[src/inc/sar_cfg.svh]
// Offsets, field positions, reset values and timing counts of the serial audio link
`ifndef SAR_CFG_SVH
`define SAR_CFG_SVH
`define SAR_SAMPLE_W 24
`define SAR_ERR_ADDR 8'h02
`define SAR_SFC_ADDR 8'h04
`define SAR_SFC_RESET 8'h05
`define SAR_SFC_WL_LSB 0
`define SAR_SFC_FMT_LSB 2
`define SAR_ERR_OVF_BIT 0
`define SAR_HOST_CTRL 2'h0
`define SAR_HOST_LEFT 2'h1
`define SAR_HOST_RIGHT 2'h2
`define SAR_HOST_STAT 2'h3
`define SAR_HOST_CTRL_RESET 7'h4A
`define SAR_CTRL_EN_BIT 0
`define SAR_CTRL_FMT_LSB 1
`define SAR_CTRL_WL_LSB 3
`define SAR_CTRL_RATIO_LSB 5
`define SAR_BCLK_HALF 4
`endif

[src/inc/sar_pkg.sv]
// Types and shared decoders of the serial audio link
package sar_pkg;
    typedef enum logic [1:0] {
        SAR_RIGHT_JUSTIFIED = 2'b00,
        SAR_STD_I2S = 2'b01,
        SAR_LEFT_JUSTIFIED = 2'b10
    } sar_fmt_e;

    // Word length code: 0 -> 16, 1 -> 24, 2 -> 20, 3 falls back to 24
    function automatic logic [5:0] sar_wl_bits(input logic [1:0] code);
        unique case (code)
            2'h0: return 6'h10;
            2'h2: return 6'h14;
            default: return 6'h18;
        endcase
    endfunction

    // Bit clocks per channel slot: ratio 32, 48 or 64 times the sample rate
    function automatic logic [5:0] sar_slot_bits(input logic [1:0] code);
        unique case (code)
            2'h0: return 6'h10;
            2'h1: return 6'h18;
            default: return 6'h20;
        endcase
    endfunction
endpackage

[src/inc/sar_link_if.sv]
// Three-wire serial audio link between source and receiver
`timescale 1ns/10ps
interface sar_link_if;
    logic bit_clk;
    logic frame_channel_select;
    logic serial_audio_in;
    modport src (
        output bit_clk,
        output frame_channel_select,
        output serial_audio_in
    );
    modport rcv (
        input bit_clk,
        input frame_channel_select,
        input serial_audio_in
    );
endinterface

[src/logic/sar_rx.sv]
// Stereo serial audio receiver: samples the link, frames words, buffers pairs
`timescale 1ns/10ps
`include "sar_cfg.svh"

//Function
// Standard framing: select low left, high right
// Bit clock 32, 48 or 64 per sample
// Standard framing: capture starts one bit later
// MSB first, sampled on rising bit clock
// Standard/left-justified: ignore trailing unused bits
// Justified framings: select high left, low right
// Left-justified: MSB with select change
// Right-justified 24-bit: data eight bits late
// Right-justified: LSB just before select change
// Right-justified: ignore leading unused bits
// Samples are signed, sign kept on alignment
// Ratio 48 carries a 24-bit word
// Format register at 0x04, resets 0x05
// Accept 16, 20 and 24-bit words
// One-cycle strobe per completed stereo pair
// Select change restarts the bit counter
module sar_rx
    import sar_pkg::*;
#(
    parameter int SAMPLE_W = `SAR_SAMPLE_W
)
(
    input wire logic sys_clk,
    input wire logic rst_b,
    sar_link_if.rcv link,
    input wire logic reg_wr,
    input wire logic [7:0] reg_addr,
    input wire logic [7:0] reg_wdata,
    output logic [7:0] reg_rdata,
    output logic pair_strobe,
    output logic out_valid,
    input wire logic out_ready,
    output logic [SAMPLE_W-1:0] out_left,
    output logic [SAMPLE_W-1:0] out_right
);
    // Left-aligns the k received bits so the sign bit lands on the MSB
    function automatic logic [SAMPLE_W-1:0] align(input logic [31:0] a, input logic [5:0] k);
        logic [31:0] sh;
        sh = a << (6'(SAMPLE_W) - k);
        return sh[SAMPLE_W-1:0];
    endfunction

    logic [2:0] sync1;
    logic [2:0] sync2;
    logic bclk_q;
    logic fcs_q;
    logic fcs_qq;
    logic [7:0] serial_format_config;
    logic overflow;
    logic [5:0] cnt;
    logic [5:0] ncap;
    logic [31:0] acc;
    logic [SAMPLE_W-1:0] left_hold;
    logic spare_v;
    logic [2*SAMPLE_W-1:0] spare;

    wire rise = sync2[2] & ~bclk_q;
    wire fcs_s = sync2[1];
    wire sd_s = sync2[0];
    wire sar_fmt_e fmt = sar_fmt_e'(serial_format_config[`SAR_SFC_FMT_LSB +: 2]);
    wire is_right = (fmt == SAR_RIGHT_JUSTIFIED);
    wire is_left = (fmt == SAR_LEFT_JUSTIFIED);
    wire is_std = !is_right && !is_left;
    wire [5:0] wl = sar_wl_bits(serial_format_config[`SAR_SFC_WL_LSB +: 2]);
    // Standard framing is treated as left-justified with the select delayed one bit
    wire eff_now = is_std ? fcs_q : fcs_s;
    wire eff_last = is_std ? fcs_qq : fcs_q;
    wire slot_edge = rise && (eff_now != eff_last);
    wire old_left = is_std ? ~eff_last : eff_last;
    // Right-justified keeps shifting; the last wl bits before the change survive
    wire in_window = is_right || (cnt < wl);
    wire [5:0] keep = is_right ? wl : ncap;
    wire [SAMPLE_W-1:0] word = align(acc, keep);
    wire push = slot_edge && !old_left;
    wire [2*SAMPLE_W-1:0] push_data = {left_hold, word};
    wire pop = out_valid && out_ready;
    wire drop = push && !pop && out_valid && spare_v;
    wire err_clear = reg_wr && (reg_addr == `SAR_ERR_ADDR) && reg_wdata[`SAR_ERR_OVF_BIT];
    wire [7:0] rd_mux = (reg_addr == `SAR_SFC_ADDR) ? serial_format_config :
                        (reg_addr == `SAR_ERR_ADDR) ? {7'h00, overflow} : 8'h00;

    // Link pins come from another domain: two flops before any logic
    always_ff @(posedge sys_clk or negedge rst_b)
    begin
        if (!rst_b)
        begin
            sync1 <= 3'h0;
            sync2 <= 3'h0;
            bclk_q <= 1'b0;
        end
        else
        begin
            sync1 <= {link.bit_clk, link.frame_channel_select, link.serial_audio_in};
            sync2 <= sync1;
            bclk_q <= sync2[2];
        end
    end

    always_ff @(posedge sys_clk or negedge rst_b)
    begin
        if (!rst_b)
        begin
            serial_format_config <= `SAR_SFC_RESET;
            overflow <= 1'b0;
            reg_rdata <= 8'h00;
        end
        else
        begin
            if (reg_wr && reg_addr == `SAR_SFC_ADDR)
            begin
                serial_format_config <= reg_wdata;
            end
            // A drop in the same cycle as a clear stays flagged
            overflow <= drop || (overflow && !err_clear);
            reg_rdata <= rd_mux;
        end
    end

    // Slot framing works for any ratio: nothing assumes the slot length
    always_ff @(posedge sys_clk or negedge rst_b)
    begin
        if (!rst_b)
        begin
            fcs_q <= 1'b0;
            fcs_qq <= 1'b0;
            cnt <= 6'h00;
            ncap <= 6'h00;
            acc <= 32'h0000_0000;
        end
        else if (rise)
        begin
            fcs_q <= fcs_s;
            fcs_qq <= fcs_q;
            if (slot_edge)
            begin
                acc <= {31'h0, sd_s};
                cnt <= 6'h01;
                ncap <= 6'h01;
            end
            else
            begin
                if (cnt != 6'h3F)
                begin
                    cnt <= cnt + 6'h01;
                end
                if (in_window)
                begin
                    acc <= {acc[30:0], sd_s};
                    if (ncap != 6'h3F)
                    begin
                        ncap <= ncap + 6'h01;
                    end
                end
            end
        end
    end

    always_ff @(posedge sys_clk or negedge rst_b)
    begin
        if (!rst_b)
        begin
            left_hold <= '0;
            pair_strobe <= 1'b0;
        end
        else
        begin
            if (slot_edge && old_left)
            begin
                left_hold <= word;
            end
            pair_strobe <= push;
        end
    end

    // Two-entry buffer: head register drives the ports, spare absorbs one stall
    always_ff @(posedge sys_clk or negedge rst_b)
    begin
        if (!rst_b)
        begin
            out_valid <= 1'b0;
            {out_left, out_right} <= '0;
            spare_v <= 1'b0;
            spare <= '0;
        end
        else if (pop)
        begin
            if (spare_v)
            begin
                {out_left, out_right} <= spare;
                spare_v <= push;
                spare <= push_data;
            end
            else
            begin
                out_valid <= push;
                {out_left, out_right} <= push_data;
            end
        end
        else if (push)
        begin
            if (!out_valid)
            begin
                out_valid <= 1'b1;
                {out_left, out_right} <= push_data;
            end
            else if (!spare_v)
            begin
                spare_v <= 1'b1;
                spare <= push_data;
            end
        end
    end
endmodule // sar_rx

[src/flat_wrapper.sv]
// flat-port wrapper written by rule: the top's interface ports become plain ports
module sar_rx_flat import sar_pkg::*;
#(
    parameter int SAMPLE_W = `SAR_SAMPLE_W
)
  (sys_clk, rst_b, reg_wr, reg_addr, reg_wdata, reg_rdata, pair_strobe, out_valid, out_ready, out_left, out_right, link_bit_clk, link_frame_channel_select, link_serial_audio_in);
  sar_link_if link_i ();
  input wire logic sys_clk;
  input wire logic rst_b;
  input wire logic reg_wr;
  input wire logic [7:0] reg_addr;
  input wire logic [7:0] reg_wdata;
  output logic [7:0] reg_rdata;
  output logic pair_strobe;
  output logic out_valid;
  input wire logic out_ready;
  output logic [SAMPLE_W-1:0] out_left;
  output logic [SAMPLE_W-1:0] out_right;
  input wire logic [$bits(link_i.bit_clk)-1:0] link_bit_clk;
  input wire logic [$bits(link_i.frame_channel_select)-1:0] link_frame_channel_select;
  input wire logic [$bits(link_i.serial_audio_in)-1:0] link_serial_audio_in;
  assign link_i.bit_clk = link_bit_clk;
  assign link_i.frame_channel_select = link_frame_channel_select;
  assign link_i.serial_audio_in = link_serial_audio_in;
  sar_rx #(.SAMPLE_W(SAMPLE_W)) u_core (.sys_clk(sys_clk), .rst_b(rst_b), .link(link_i), .reg_wr(reg_wr), .reg_addr(reg_addr), .reg_wdata(reg_wdata), .reg_rdata(reg_rdata), .pair_strobe(pair_strobe), .out_valid(out_valid), .out_ready(out_ready), .out_left(out_left), .out_right(out_right));
endmodule
[config.mk]
export PLATFORM = sky130hd
export DESIGN_NAME = sar_rx_flat
export DESIGN_NICKNAME = d
export VERILOG_FILES = /design/src/inc/sar_pkg.sv /design/src/inc/sar_link_if.sv /design/src/logic/sar_rx.sv /design/src/flat_wrapper.sv
export VERILOG_INCLUDE_DIRS = /design/src /design/src/inc
export SDC_FILE = /design/constraint.sdc
export NUM_CORES = 1
export LEC_CHECK = 0
export BUFFER_PORTS_ARGS = -buffer_cell sky130_fd_sc_hd__buf_2
export CAP_MARGIN = 30
export CORE_MARGIN = 2
export CORE_UTILIZATION = 35
export DETAILED_ROUTE_END_ITERATION = 12
export HOLD_SLACK_MARGIN = 0.08
export PLACE_DENSITY = 0.5
export SYNTH_ARGS = -nofsm -noshare
export SYNTH_HDL_FRONTEND = slang
export SYNTH_SLANG_ARGS = --single-unit
[constraint.sdc]
create_clock -name sys_clk -period 4.7 [get_ports sys_clk]
set_clock_uncertainty 0.2 [all_clocks]
set_input_delay 0.47 -clock sys_clk [delete_from_list [all_inputs] [get_ports sys_clk]]
set_output_delay 0.47 -clock sys_clk [all_outputs]
set_load 0.03 [all_outputs]
-- Yosys cells after proc, flatten, opt, wreduce, memory -nomap -nowiden
Cells that the tools add are included.
- register bits after elaboration: 193
- input port bits: 23
- output and inout bits: 58
- logic and storage cells: 104
- $add $sub $neg: 3
- $lt $le $gt $ge: 1
- eq/ne operators: 11
- shift-type cells: 1
- multiplexer cells: 34
- bitwise gates (word level): 3
- reductions and logical operators: 33
- operators by type and width (operator ; count):
    2-to-1 mux 48 bit ; 5
    2-to-1 mux 24 bit ; 8
    2-to-1 mux 32 bit ; 2
    2-to-1 mux 6 bit ; 6
    << shifter 32 x 6 -> 24 bit ; 1
    adder 6 x 1 -> 6 bit (second input constant) ; 2
    logical AND 1 bit ; 12
    inequality test 6 bit (second input constant) ; 2
    2-to-1 mux 1 bit ; 11
    AND reduction 2 bit ; 5
    nonzero test 2 bit ; 5
    equality test 8 x 2 -> 1 bit (second input constant) ; 1
    equality test 8 x 3 -> 1 bit (second input constant) ; 1
    2-to-1 mux 8 bit ; 1
    case mux 4 bit (2 select lines) ; 1
    < comparator 6 x 5 -> 1 bit ; 1
    inequality test 2 bit (second input constant) ; 3
    subtractor 5 x 6 -> 6 bit (first input constant) ; 1
    zero test 1 bit ; 5
    equality test 2 bit (second input constant) ; 2
    zero test 2 bit ; 2
    AND reduction 4 bit ; 1
    AND reduction 3 bit ; 1
    logical OR 1 bit ; 2
    4 further kinds ; 5

-- Logic depth before layout (Yosys ltp)
Gate-level depths: netlist of run 1.
- depth in word-level cells: 12
- gate-level depth with buffers: 16

-- Worst setup path after synthesis of run 1
No wires, ideal clock.
- path kind: reg2reg
- from: register u_core.serial_format_config[2]
- to: register u_core.out_right[11]
- arrival: 3.478 ns
- data required time: 4.423 ns
- slack: 0.945 ns
- cell stages (with the launch flop): 17
- path buffers: 6
- period minus slack after synthesis: 3.755 ns
- cells stage by stage: dfstp_2 -> buf_6 -> o21a_1 -> inv_1 -> clkbuf_1 -> clkbuf_1 -> ha_1 -> buf_2 -> clkbuf_1 -> clkbuf_1 -> nand2_1 -> a211oi_1 -> nor2_1 -> a32oi_1 -> a31oi_1 -> or3_1 -> a21oi_1
- cells in the longest elaborated chain, start to end: 10
- elaborated cells between the ends (all ways): 22
- those cells by class: add/sub: 1; eq/ne: 2; shift: 1; mux: 8; bitwise: 1; reduce/logical: 9
- ends and longest elaborated chain (element ; line ; text):
    start, declared ; sar_rx.sv:53 ; logic [7:0] serial_format_config;
    start signal, assigned ; sar_rx.sv:108 ; serial_format_config <= `SAR_SFC_RESET;
    start signal, assigned ; sar_rx.sv:116 ; serial_format_config <= reg_wdata;
    branches (longest 10 deep; another with subtractor 5 x 6 -> 6 bit) ; - ;
    end signal, assigned ; sar_rx.sv:194 ; {out_left, out_right} <= spare;
    end signal, assigned ; sar_rx.sv:201 ; {out_left, out_right} <= push_data;
    end signal, assigned ; sar_rx.sv:209 ; {out_left, out_right} <= push_data;
    end, declared ; sar_rx.sv:39 ; output logic [SAMPLE_W-1:0] out_right
Several ways; the timed one is not identified. The select of a mux whose other input is x is not followed.
A chain may end at the register's enable or synchronous reset.

-- Final worst setup path of run 1
- from: register u_core.serial_format_config[2]
- to: register u_core.out_right[23]
Same word-level chain as after synthesis.

==> out/qor.yml, run 1 <==
worstReg2RegStart: "u_core.serial_format_config[2]"
worst-endpoint-required_ps: 4840
wl_met2_um: 12990
wl_per_cell_um: 18.38
synth-xor-area-share_pct: 0.7131
tightestPinTransition_ps: 876.5
cts_setup_buffers: 0
drt_iter0_drc: 676
synth_top_area_share_pct: 46.61
drive_gt1_share_pct: 17.36
finalMaxSlewViolations: 0
endpoint: "u_core.out_right[23]"
yosysSeqAreaShare_pct: 47.14
rsz0062_at_grt: "false"
synth_cells: 1097
synth_top_family_by_area: "simple AND/OR/NAND/NOR gates"
synth_top_area_cell: "dfrtp_1"
antenna_found_initial: 0
fin_util_pct: 40.77
drc: 0
wl_met3_um: 1123
synth_area_sq_um: 9826
grt_use_total_pct: 20.16
dieWidth_um: 171.6
holdCritPathClass: "input pin to flip-flop"
setup_tns_ps: 0
yosys.area_share.simple_pct: 21.00
dp_hpwl_um: 19490
p_per_area_nw_per_um2: 536.5
vias: 8232
max_freq_ghz: 0.2517
run_status: "finished clean"
hold_viol: 0
clk_pin_slew_ps: 70
grt_pass1_vias: 7956
synthAdderAreaFrac_pct: 0.5094
ys_ff_latch: 185
highest_layer: "met4"
post_cts_resized: 0
cts_tree: "yes"
n_fill_cell: 2821
cts_root_buf: "clkbuf_16"
ir_drop_v: 0.0002399
power_frac_comb_pct: 35.7
maxCapViolCount: 0
cts_max_level: 4
start_util_pct: 35.46
synth-compound-area-share_pct: 20.60
cts_buffer_depth: 2
period_share_pct: 84.54
antenna_cells: 0
wirelength_um: 28230
area_growth_pct: 14.96
layout_common_cells: "267 x nand2_1, 183 x dfrtp_1, 79 x buf_2"
clock_latency_ps: 440
synth.distinct_cells: 88
die_y_um: 171.6
clkSinkCount: 185
seqCellArea_sq_um: 4632
critPathLaunch: "u_core.serial_format_config[2]"
switching_share_pct: 42.34
viasPerCell: 5.359
dieArea_sq_um: 29430
cp_max_fo: 20
drt-pass1-iter-count: 6
p_clk_share_pct: 24.5
power_frac_seq_pct: 39.8
multi_input_area_sq_um: 4782
grt_pass1_wl_um: 46220
row_count: 61
rrSetupSlack_ps: 730
ctsHoldBuffers: 11
r2r_cells: 10
finalCriticalPeriod_ps: 3973
timing.rr.end: "u_core.out_right[23]"
p_switching_w: 0.002566
coreArea_sq_um: 27710
ys_top_cells_by_area: "dfrtp_1 47%, nand2_1 10%, o21ai_0 4.0%"
layout.cells.most_common: "nand2_1"
criticalPathCategory: "flip-flop to flip-flop"
cp-start-kind: "flip-flop"
p_leak_nw: 4.851
nets: 1172
grt_max_degree: 103
synth-edff-count: 0
io_buffers: 80
synthMuxAreaShare_pct: 5.488
cts_buffers: 17
syn_nets: 1124
setup_viol: 0
pin_count: 81
synthArstFlopShare_pct: 100.0
internal-power_w: 0.003494
ys.flop_type: "dfrtp_1"
arrival_ps: 4110
worstSetupEndpointType: "flip-flop"
grt-ovfl-total: 0
slew_headroom_pct: 41.56
yosys_warnings: 0
met1Wirelength_um: 13730
avgSynthCellArea_sq_um: 8.957
drtAntennaViolNets: 0
place_congestion: 0.8999
-- flip-flops by register name (all words and copies together) (netlist names) --
name and flops:
u_core.acc 24, u_core.bclk_q 1, u_core.cnt 6, u_core.fcs_q 1, u_core.fcs_qq 1, u_core.left_hold 24, u_core.ncap 6, u_core.out_left 24
u_core.out_right 24, u_core.out_valid 1, u_core.overflow 1, u_core.pair_strobe 1, u_core.reg_rdata 8, u_core.serial_format_config 8, u_core.spare 48, u_core.spare_v 1
u_core.sync1 3, u_core.sync2 3
-- worst min path at each step --
stage                                from  depth (start not counted)                        endpoint  slack [ps]
after floorplan                     rst_b                          0                   u_core.acc[0]         -30
after global placement    u_core.sync1[2]                          0                 u_core.sync2[2]         140
after detailed placement  u_core.sync1[2]                          0                 u_core.sync2[2]         130
after CTS                    reg_wdata[0]                          2  u_core.serial_format_config[0]          90
after global routing         reg_wdata[0]                          2  u_core.serial_format_config[0]          90
final                        reg_wdata[0]                          2  u_core.serial_format_config[0]         100
-- logic make-up after synthesis --
| logic type | after synthesis |
|---|---|
| compound gates | 293 |
| buf+inv | 102 |
| fa+ha+maj | 4 |
| mux | 41 |
| flops | 185 |
| simple gates | 464 |
| xor+xnor | 8 |
-- cells in the mapped netlist (5+ instances only) --
library cell	number
nand2b_1	15
or3_1	6
nor3_1	14
o21ai_1	6
a21oi_1	31
nand2_1	268
a211o_1	5
clkbuf_1	59
mux2i_1	10
dfrtp_1	183
buf_6	5
a31oi_1	40
a2111oi_0	7
mux2_2	23
a21o_1	5
and2_1	10
o31ai_1	9
a211oi_1	15
nand4_1	12
inv_1	13
nor2_1	65
o21ai_0	79
mux4_2	8
o211ai_1	10
a22oi_1	9
o21a_1	13
a22o_1	6
buf_2	18
nand3_1	38
o22a_1	6
-- layout make-up --
class | count | share of cell area [%]
multi-input cells | 810 | 42.34
flip-flops and latches | 185 | 41.01
repair buffers | 116 | 6.480
well taps | 378 | 4.187
clock buffers | 17 | 3.766
clock inverters | 15 | 1.728
inverters | 15 | 0.4985
-- power groups by stage --
stage,sequential [W],combinational [W],clock [W]
2_1_floorplan,0.00270,0.00119,0
3_3_place_gp,0.00244,0.00215,0
3_5_place_dp,0.00245,0.00217,0
4_1_cts,0.00242,0.00218,0.00152
5_1_grt,0.00248,0.00240,0.00159
6_report,0.00241,0.00216,0.00149
-- per-layer routing --
layer / GRT usage (%) / vias to the layer above
met2: 31.80 / 182
met4: 4.753 / 0
li1: - / 4004
met5: 0 / -
met1: 29.17 / 4019
met3: 3.014 / 27
-- critical path, cell delays in order, from the launching register on --
cell and delay, ps:
dfstp_2 760, or2_2 290, nand2_1 80, ha_1 370
buf_4 270, or3_1 530, nand2_2 230, mux2i_1 110
mux4_2 510, o22a_1 290, o31ai_2 230
-- stage by stage --
step | setup WS, ps | power (W) | area, sq um | instances | hold WS (ps)
after CTS | 763.5 | 0.006114 | 11300 | 1536 | 85.62
after global placement | 911.0 | 0.004588 | 10550 | 1492 | 135.8
after floorplan | 945.1 | 0.003886 | 9826 | 1097 | -25.59
final | 726.6 | 0.006060 | 11300 | 1536 | 97.87
after global routing | 439.3 | 0.006468 | 11300 | 1536 | 92.63
after detailed placement | 787.4 | 0.004613 | 10570 | 1493 | 134.7
No activity file was read; power rests on OpenSTA's default activity.
==> run 2: changes to the inputs <==
--- a/config.mk
+++ b/config.mk
@@ -6,13 +6,14 @@
 export SDC_FILE = /design/constraint.sdc
 export NUM_CORES = 1
 export LEC_CHECK = 0
+export ABC_AREA = 1
 export BUFFER_PORTS_ARGS = -buffer_cell sky130_fd_sc_hd__buf_2
 export CAP_MARGIN = 30
 export CORE_MARGIN = 2
 export CORE_UTILIZATION = 35
 export DETAILED_ROUTE_END_ITERATION = 12
 export HOLD_SLACK_MARGIN = 0.08
-export PLACE_DENSITY = 0.5
+export PLACE_DENSITY = 0.53
 export SYNTH_ARGS = -nofsm -noshare
 export SYNTH_HDL_FRONTEND = slang
 export SYNTH_SLANG_ARGS = --single-unit
==> constraint.sdc (replaced) <==
create_clock -name sys_clk -period 3.31 [get_ports sys_clk]
set_clock_uncertainty 0.2 [all_clocks]
set_input_delay 0.331 -clock sys_clk [delete_from_list [all_inputs] [get_ports sys_clk]]
set_output_delay 0.331 -clock sys_clk [all_outputs]
set_load 0.03 [all_outputs]
==> out/qor.yml, run 2 <==
run_status: "finished clean"
ir_drop_v: 0.0003752
clock_latency_ps: 440
n_fill_cell: 2603
p_leak_nw: 5.299
nets: 1288
synth_most_common_cell: "nand2_1"
syn_nets: 1201
dieWidth_um: 164.0
io_buffers: 80
finalMaxSlewViolations: 0
drtAntennaViolNets: 0
tightestPinTransition_ps: 610.2
yosys_warnings: 0
synth_area_sq_um: 8962
cts_tree: "yes"
cts_max_level: 4
ys_ff_latch: 185
cts_buffer_depth: 2
row_count: 58
max_freq_ghz: 0.3567
place_area_sq_um: 9747
multi_input_area_sq_um: 3766
rsz0062_at_grt: "false"
ys_top_cells_by_count: "409 x nand2_1, 183 x dfrtp_1, 131 x nand3_1"
synth_top_area_share_pct: 51.10
cp_max_fo: 18
die_y_um: 164.0
clkSinkCount: 185
layout_common_cells: "409 x nand2_1, 183 x dfrtp_1, 131 x nand3_1"
yosysSeqAreaShare_pct: 51.68
seqCellArea_sq_um: 4632
antenna_cells: 0
dp_hpwl_um: 15590
slew_headroom_pct: 59.17
cp-start-kind: "flip-flop"
top_register: "u_core.spare"
maxCapViolCount: 0
post_cts_resized: 0
pin_count: 81
grt_pass1_vias: 7468
cts_root_buf: "clkbuf_16"
arrival_ps: 2950
period_share_pct: 84.69
ys.flop_type: "dfrtp_1"
coreArea_sq_um: 25180
drive_gt1_share_pct: 12.09
hold_viol: 0
setup_tns_ps: 0
grt_max_degree: 83
p_per_area_nw_per_um2: 833.6
finalCriticalPeriod_ps: 2803
drt_iter0_drc: 584
grt_pass1_wl_um: 38900
place_congestion: 0.8736
drt-pass1-iter-count: 5
synthArstFlopShare_pct: 100.0
largest_register_ffs: 48
synth_top_area_cell: "dfrtp_1"
setup_viol: 0
post-route-cell-area_sq_um: 10620
dieArea_sq_um: 26900
avgSynthCellArea_sq_um: 7.634
synth.distinct_cells: 32
drc: 0
grt-ovfl-total: 0
synth_cells: 1174
wirelength_um: 23030
criticalPathCategory: "flip-flop to flip-flop"
vias: 7812
worst-endpoint-required_ps: 3450
viasPerCell: 4.870
start_util_pct: 35.59
wl_per_cell_um: 14.36
synth-edff-count: 0
ys_top_cells_by_area: "dfrtp_1 51%, nand2_1 17%, nand3_1 7.3%"
fin_util_pct: 42.16
antenna_found_initial: 0
worstSetupEndpointType: "flip-flop"
holdCritPathClass: "input pin to flip-flop"
grt_use_total_pct: 18.11
cts_buffers: 17
area_growth_pct: 18.47
clk_pin_slew_ps: 80
layout.cells.most_common: "nand2_1"
==> run 2: stage by stage <==
| step | total power (W) | setup WS [ps] | hold slack [ps] | instances |
|---|---|---|---|---|
| 2_1_floorplan | 0.005748 | 405.7 | -164.6 | 1174 |
| 3_3_place_gp | 0.006677 | 582.9 | 126.1 | 1547 |
| 3_5_place_dp | 0.006742 | 573.8 | 124.9 | 1548 |
| 4_1_cts | 0.008963 | 492.5 | 92.30 | 1604 |
| 5_1_grt | 0.009540 | 198.1 | 163.5 | 1604 |
| 6_report | 0.008851 | 506.6 | 113.0 | 1604 |
==> run 2: layer usage <==
metal  vias up  share of wire (%)  track usage [%]
met2       117                 46            28.51
li1       3994                  -                -
met1      3689                 50            26.26
met3        12                3.3            2.727
met4         0               0.89            4.426
met5         -                  0                0
==> run 2: area by class of cell <==
cell class / count / area share [%]
flip-flops and latches: 185 / 43.62
well taps: 330 / 3.889
repair buffers: 126 / 8.143
clock buffers: 18 / 4.042
inverters: 83 / 2.934
clock inverters: 14 / 1.897
multi-input cells: 848 / 35.47
==> run 2: repair_timing <==
item | 4_1_cts | 5_1_grt
setup buffers | 0 | 0
hold buffers | 24 | 0
endpoints found under the hold margin | 70 | 0
==> run 2: final timing paths <==
kind	cells after the start	slack [ps]	startpoint	end
max	12	510	u_core.serial_format_config[2]	u_core.left_hold[23]
min	4	110	reg_addr[1]	u_core.overflow
max reg2reg	12	510	u_core.serial_format_config[2]	u_core.left_hold[23]
min reg2reg	0	150	u_core.sync1[2]	u_core.sync2[2]
max in group asynchronous	3	1890	rst_b	u_core.acc[15]
min in group asynchronous	2	200	rst_b	u_core.spare[30]
==> run 2: cells by family (layout without fill, tap and decap cells) <==
family	Yosys count	in the layout	share of synthesized area [%]
and+or+nand+nor	654	654	30.28
AOI/OAI and AO/OA	189	189	11.04
xor gates and xnor gates	1	1	0.09774
DFF	185	185	51.68
buffers and inverters	141	241	6.338
adders and majority gates	4	4	0.5584
==> run 2: where the power goes <==
group	leakage (nW)	internal, W	switching, W	total (W)
clock	0.303	0.00117	0.000999	0.00217
combinational	2.70	0.000994	0.00215	0.00314
sequential	2.30	0.00303	0.000513	0.00354
==> run 2: critical path, stage by stage (launching register included) <==
cell and delay [ps]:
dfstp_2 610, inv_2 70, nand2_2 90, buf_4 210, o21ai_0 160, nand2_1 150
nand2_1 60, nand2_1 220, buf_4 280, nand3_1 130, a21oi_1 180, nand2_1 140
o21ai_0 210
==> run 3: changes to the inputs <==
==> constraint.sdc (replaced) <==
create_clock -name sys_clk -period 2.5 [get_ports sys_clk]
set_clock_uncertainty 0.2 [all_clocks]
set_input_delay 0.25 -clock sys_clk [delete_from_list [all_inputs] [get_ports sys_clk]]
set_output_delay 0.25 -clock sys_clk [all_outputs]
set_load 0.03 [all_outputs]
==> out/qor.yml, run 3 (synthesis gave the netlist of run 2 again) <==
run_status: "finished clean"
drive_gt1_share_pct: 16.85
die_y_um: 164.0
finalCriticalPeriod_ps: 2383
place_congestion: 0.8733
io_buffers: 80
fin_cells: 1636
clkSinkCount: 185
vias: 8121
fin_ws_ps: 117.3
cp-start-kind: "input pin"
total_power_w: 0.01202
layout.cells.most_common: "nand2_1"
grt_use_total_pct: 18.26
grt_use_met3_pct: 2.424
arrival_ps: 2500
dieArea_sq_um: 26900
post-route-cell-area_sq_um: 11250
start_util_pct: 35.59
hold_viol: 0
drc: 0
grt_pass1_vias: 7677
dp.cells: 1562
largest_register_ffs: 48
drt-pass1-iter-count: 5
max_freq_ghz: 0.4197
cp_max_fo: 2
cts_tree: "yes"
clock_latency_ps: 440
wl_per_cell_um: 15.23
cts_max_level: 4
pin_count: 81
wirelength_um: 24920
top_register: "u_core.spare"
dp_hpwl_um: 16080
grt_max_degree: 70
p_leak_nw: 5.562
maxCapViolCount: 0
place_area_sq_um: 9953
grt_pass1_wl_um: 39200
clk_pin_slew_ps: 70
cts_buffers: 17
cts_buffer_depth: 2
drt_iter0_drc: 661
crit_top_cell: "dlygate4sd3_1"
finalMaxSlewViolations: 0
period_share_pct: 95.31
antenna_cells: 0
slew_headroom_pct: 58.82
worst-endpoint-required_ps: 2610
p_per_area_nw_per_um2: 1068
met1_usage_pct: 25.97
layout_common_cells: "399 x nand2_1, 182 x dfrtp_1, 122 x nand3_1"
dieWidth_um: 164.0
slowest_stage: "dlygate4sd3_1"
busiest_layer: "met2"
area_growth_pct: 25.58
cts_root_buf: "clkbuf_16"
place_ws_ps: -35.55
rsz0062_at_grt: "true"
setup_viol: 0
max_stage_delay_ps: 580
drtAntennaViolNets: 0
viasPerCell: 4.964
worstSetupEndpointType: "flip-flop"
nets: 1321
grt-ovfl-total: 0
ir_drop_v: 0.0004788
coreArea_sq_um: 25180
path_cells: "dlygate4sd3_1 -> buf_2 -> nor4_4 -> dlygate4sd3_1 -> nand4_1 -> dlygate4sd3_1 -> o21ai_1 -> o31ai_1"
holdCritPathClass: "input pin to flip-flop"
tightestPinTransition_ps: 617.7
criticalPathCategory: "input pin to flip-flop"
antenna_found_initial: 0
row_count: 58
use_met2_pct: 29.32
[run 3: cell count changes in the layout (fill, tap and decap cells not counted), moves of 4 or more]
cell | previous run | this run
nand2_1 | 409 | 399
a21oi_1 | 79 | 75
clkbuf_16 | 17 | 23
buf_4 | 18 | 23
nand3_2 | 1 | 10
o21ai_1 | 11 | 27
a21oi_2 | 0 | 4
o21ai_0 | 68 | 52
buf_6 | 0 | 7
nand3_1 | 131 | 122
nor2_2 | 2 | 6
nor2_1 | 84 | 79
buf_12 | 4 | 15
nand2_2 | 5 | 12
[run 3: cell type report]
cell class	instances	area, sq um
repair inverters	1	8.758
fillers	2545	13930
flip-flops and latches	185	4633
repair buffers	158	1391
inverters	83	329.1
multi-input cells	848	3911
clock buffers	18	439.2
clock inverters	13	128.9
well taps	330	412.9
[run 3: worst paths after layout]
| check | startpoint | slack (ps) | depth (start not counted) | to |
|---|---|---|---|---|
| max | reg_addr[6] | 120 | 8 | u_core.overflow |
| max reg2reg | u_core.serial_format_config[2] | 130 | 17 | u_core.spare[24] |
| min in group asynchronous | rst_b | 190 | 2 | u_core.out_left[8] |
| min | reg_addr[1] | 110 | 4 | u_core.reg_rdata[5] |
| max in group asynchronous | rst_b | 1210 | 3 | u_core.serial_format_config[3] |
| min reg2reg | u_core.sync1[2] | 150 | 0 | u_core.sync2[2] |
[run 3: critical path, delay by kind of cell]
| kind | cells | cell delay [ps] |
|---|---|---|
| compound gates | 2 | 200 |
| simple gates | 2 | 210 |
| buf+inv | 4 | 1830 |
[run 3: metrics by stage]
| stage | hold slack [ps] | util, % | TNS (ps) |
|---|---|---|---|
| global placement | 118.0 | 39.53 | -20.73 |
| finish | 112.8 | 44.69 | 0 |
| floorplan | -245.6 | - | 0 |
| detailed placement | 122.8 | 39.53 | -35.55 |
| CTS | 92.73 | 42.80 | 0 |
| global route | 140.3 | 44.69 | -728.4 |
[run 3: repair_timing]
item,in CTS,in global routing
gates resized for setup,2,74
setup buffers,0,8
pin swaps,0,9
hold buffers,25,0
gates cloned,0,10
hold endpoints to repair,77,0
setup endpoints to repair,3,94
[run 3: where the power goes]
group	internal [W]	total [W]	switching, W
Clock	0.00134	0.00264	0.00130
Sequential	0.00401	0.00467	0.000654
Combinational	0.00164	0.00471	0.00307
[run 3: metal layers]
layer | wire length, um | up-vias
li1 | - | 4055
met2 | 11770 | 138
met5 | 0 | -
met4 | 289 | 0
met1 | 12180 | 3908
met3 | 685 | 20
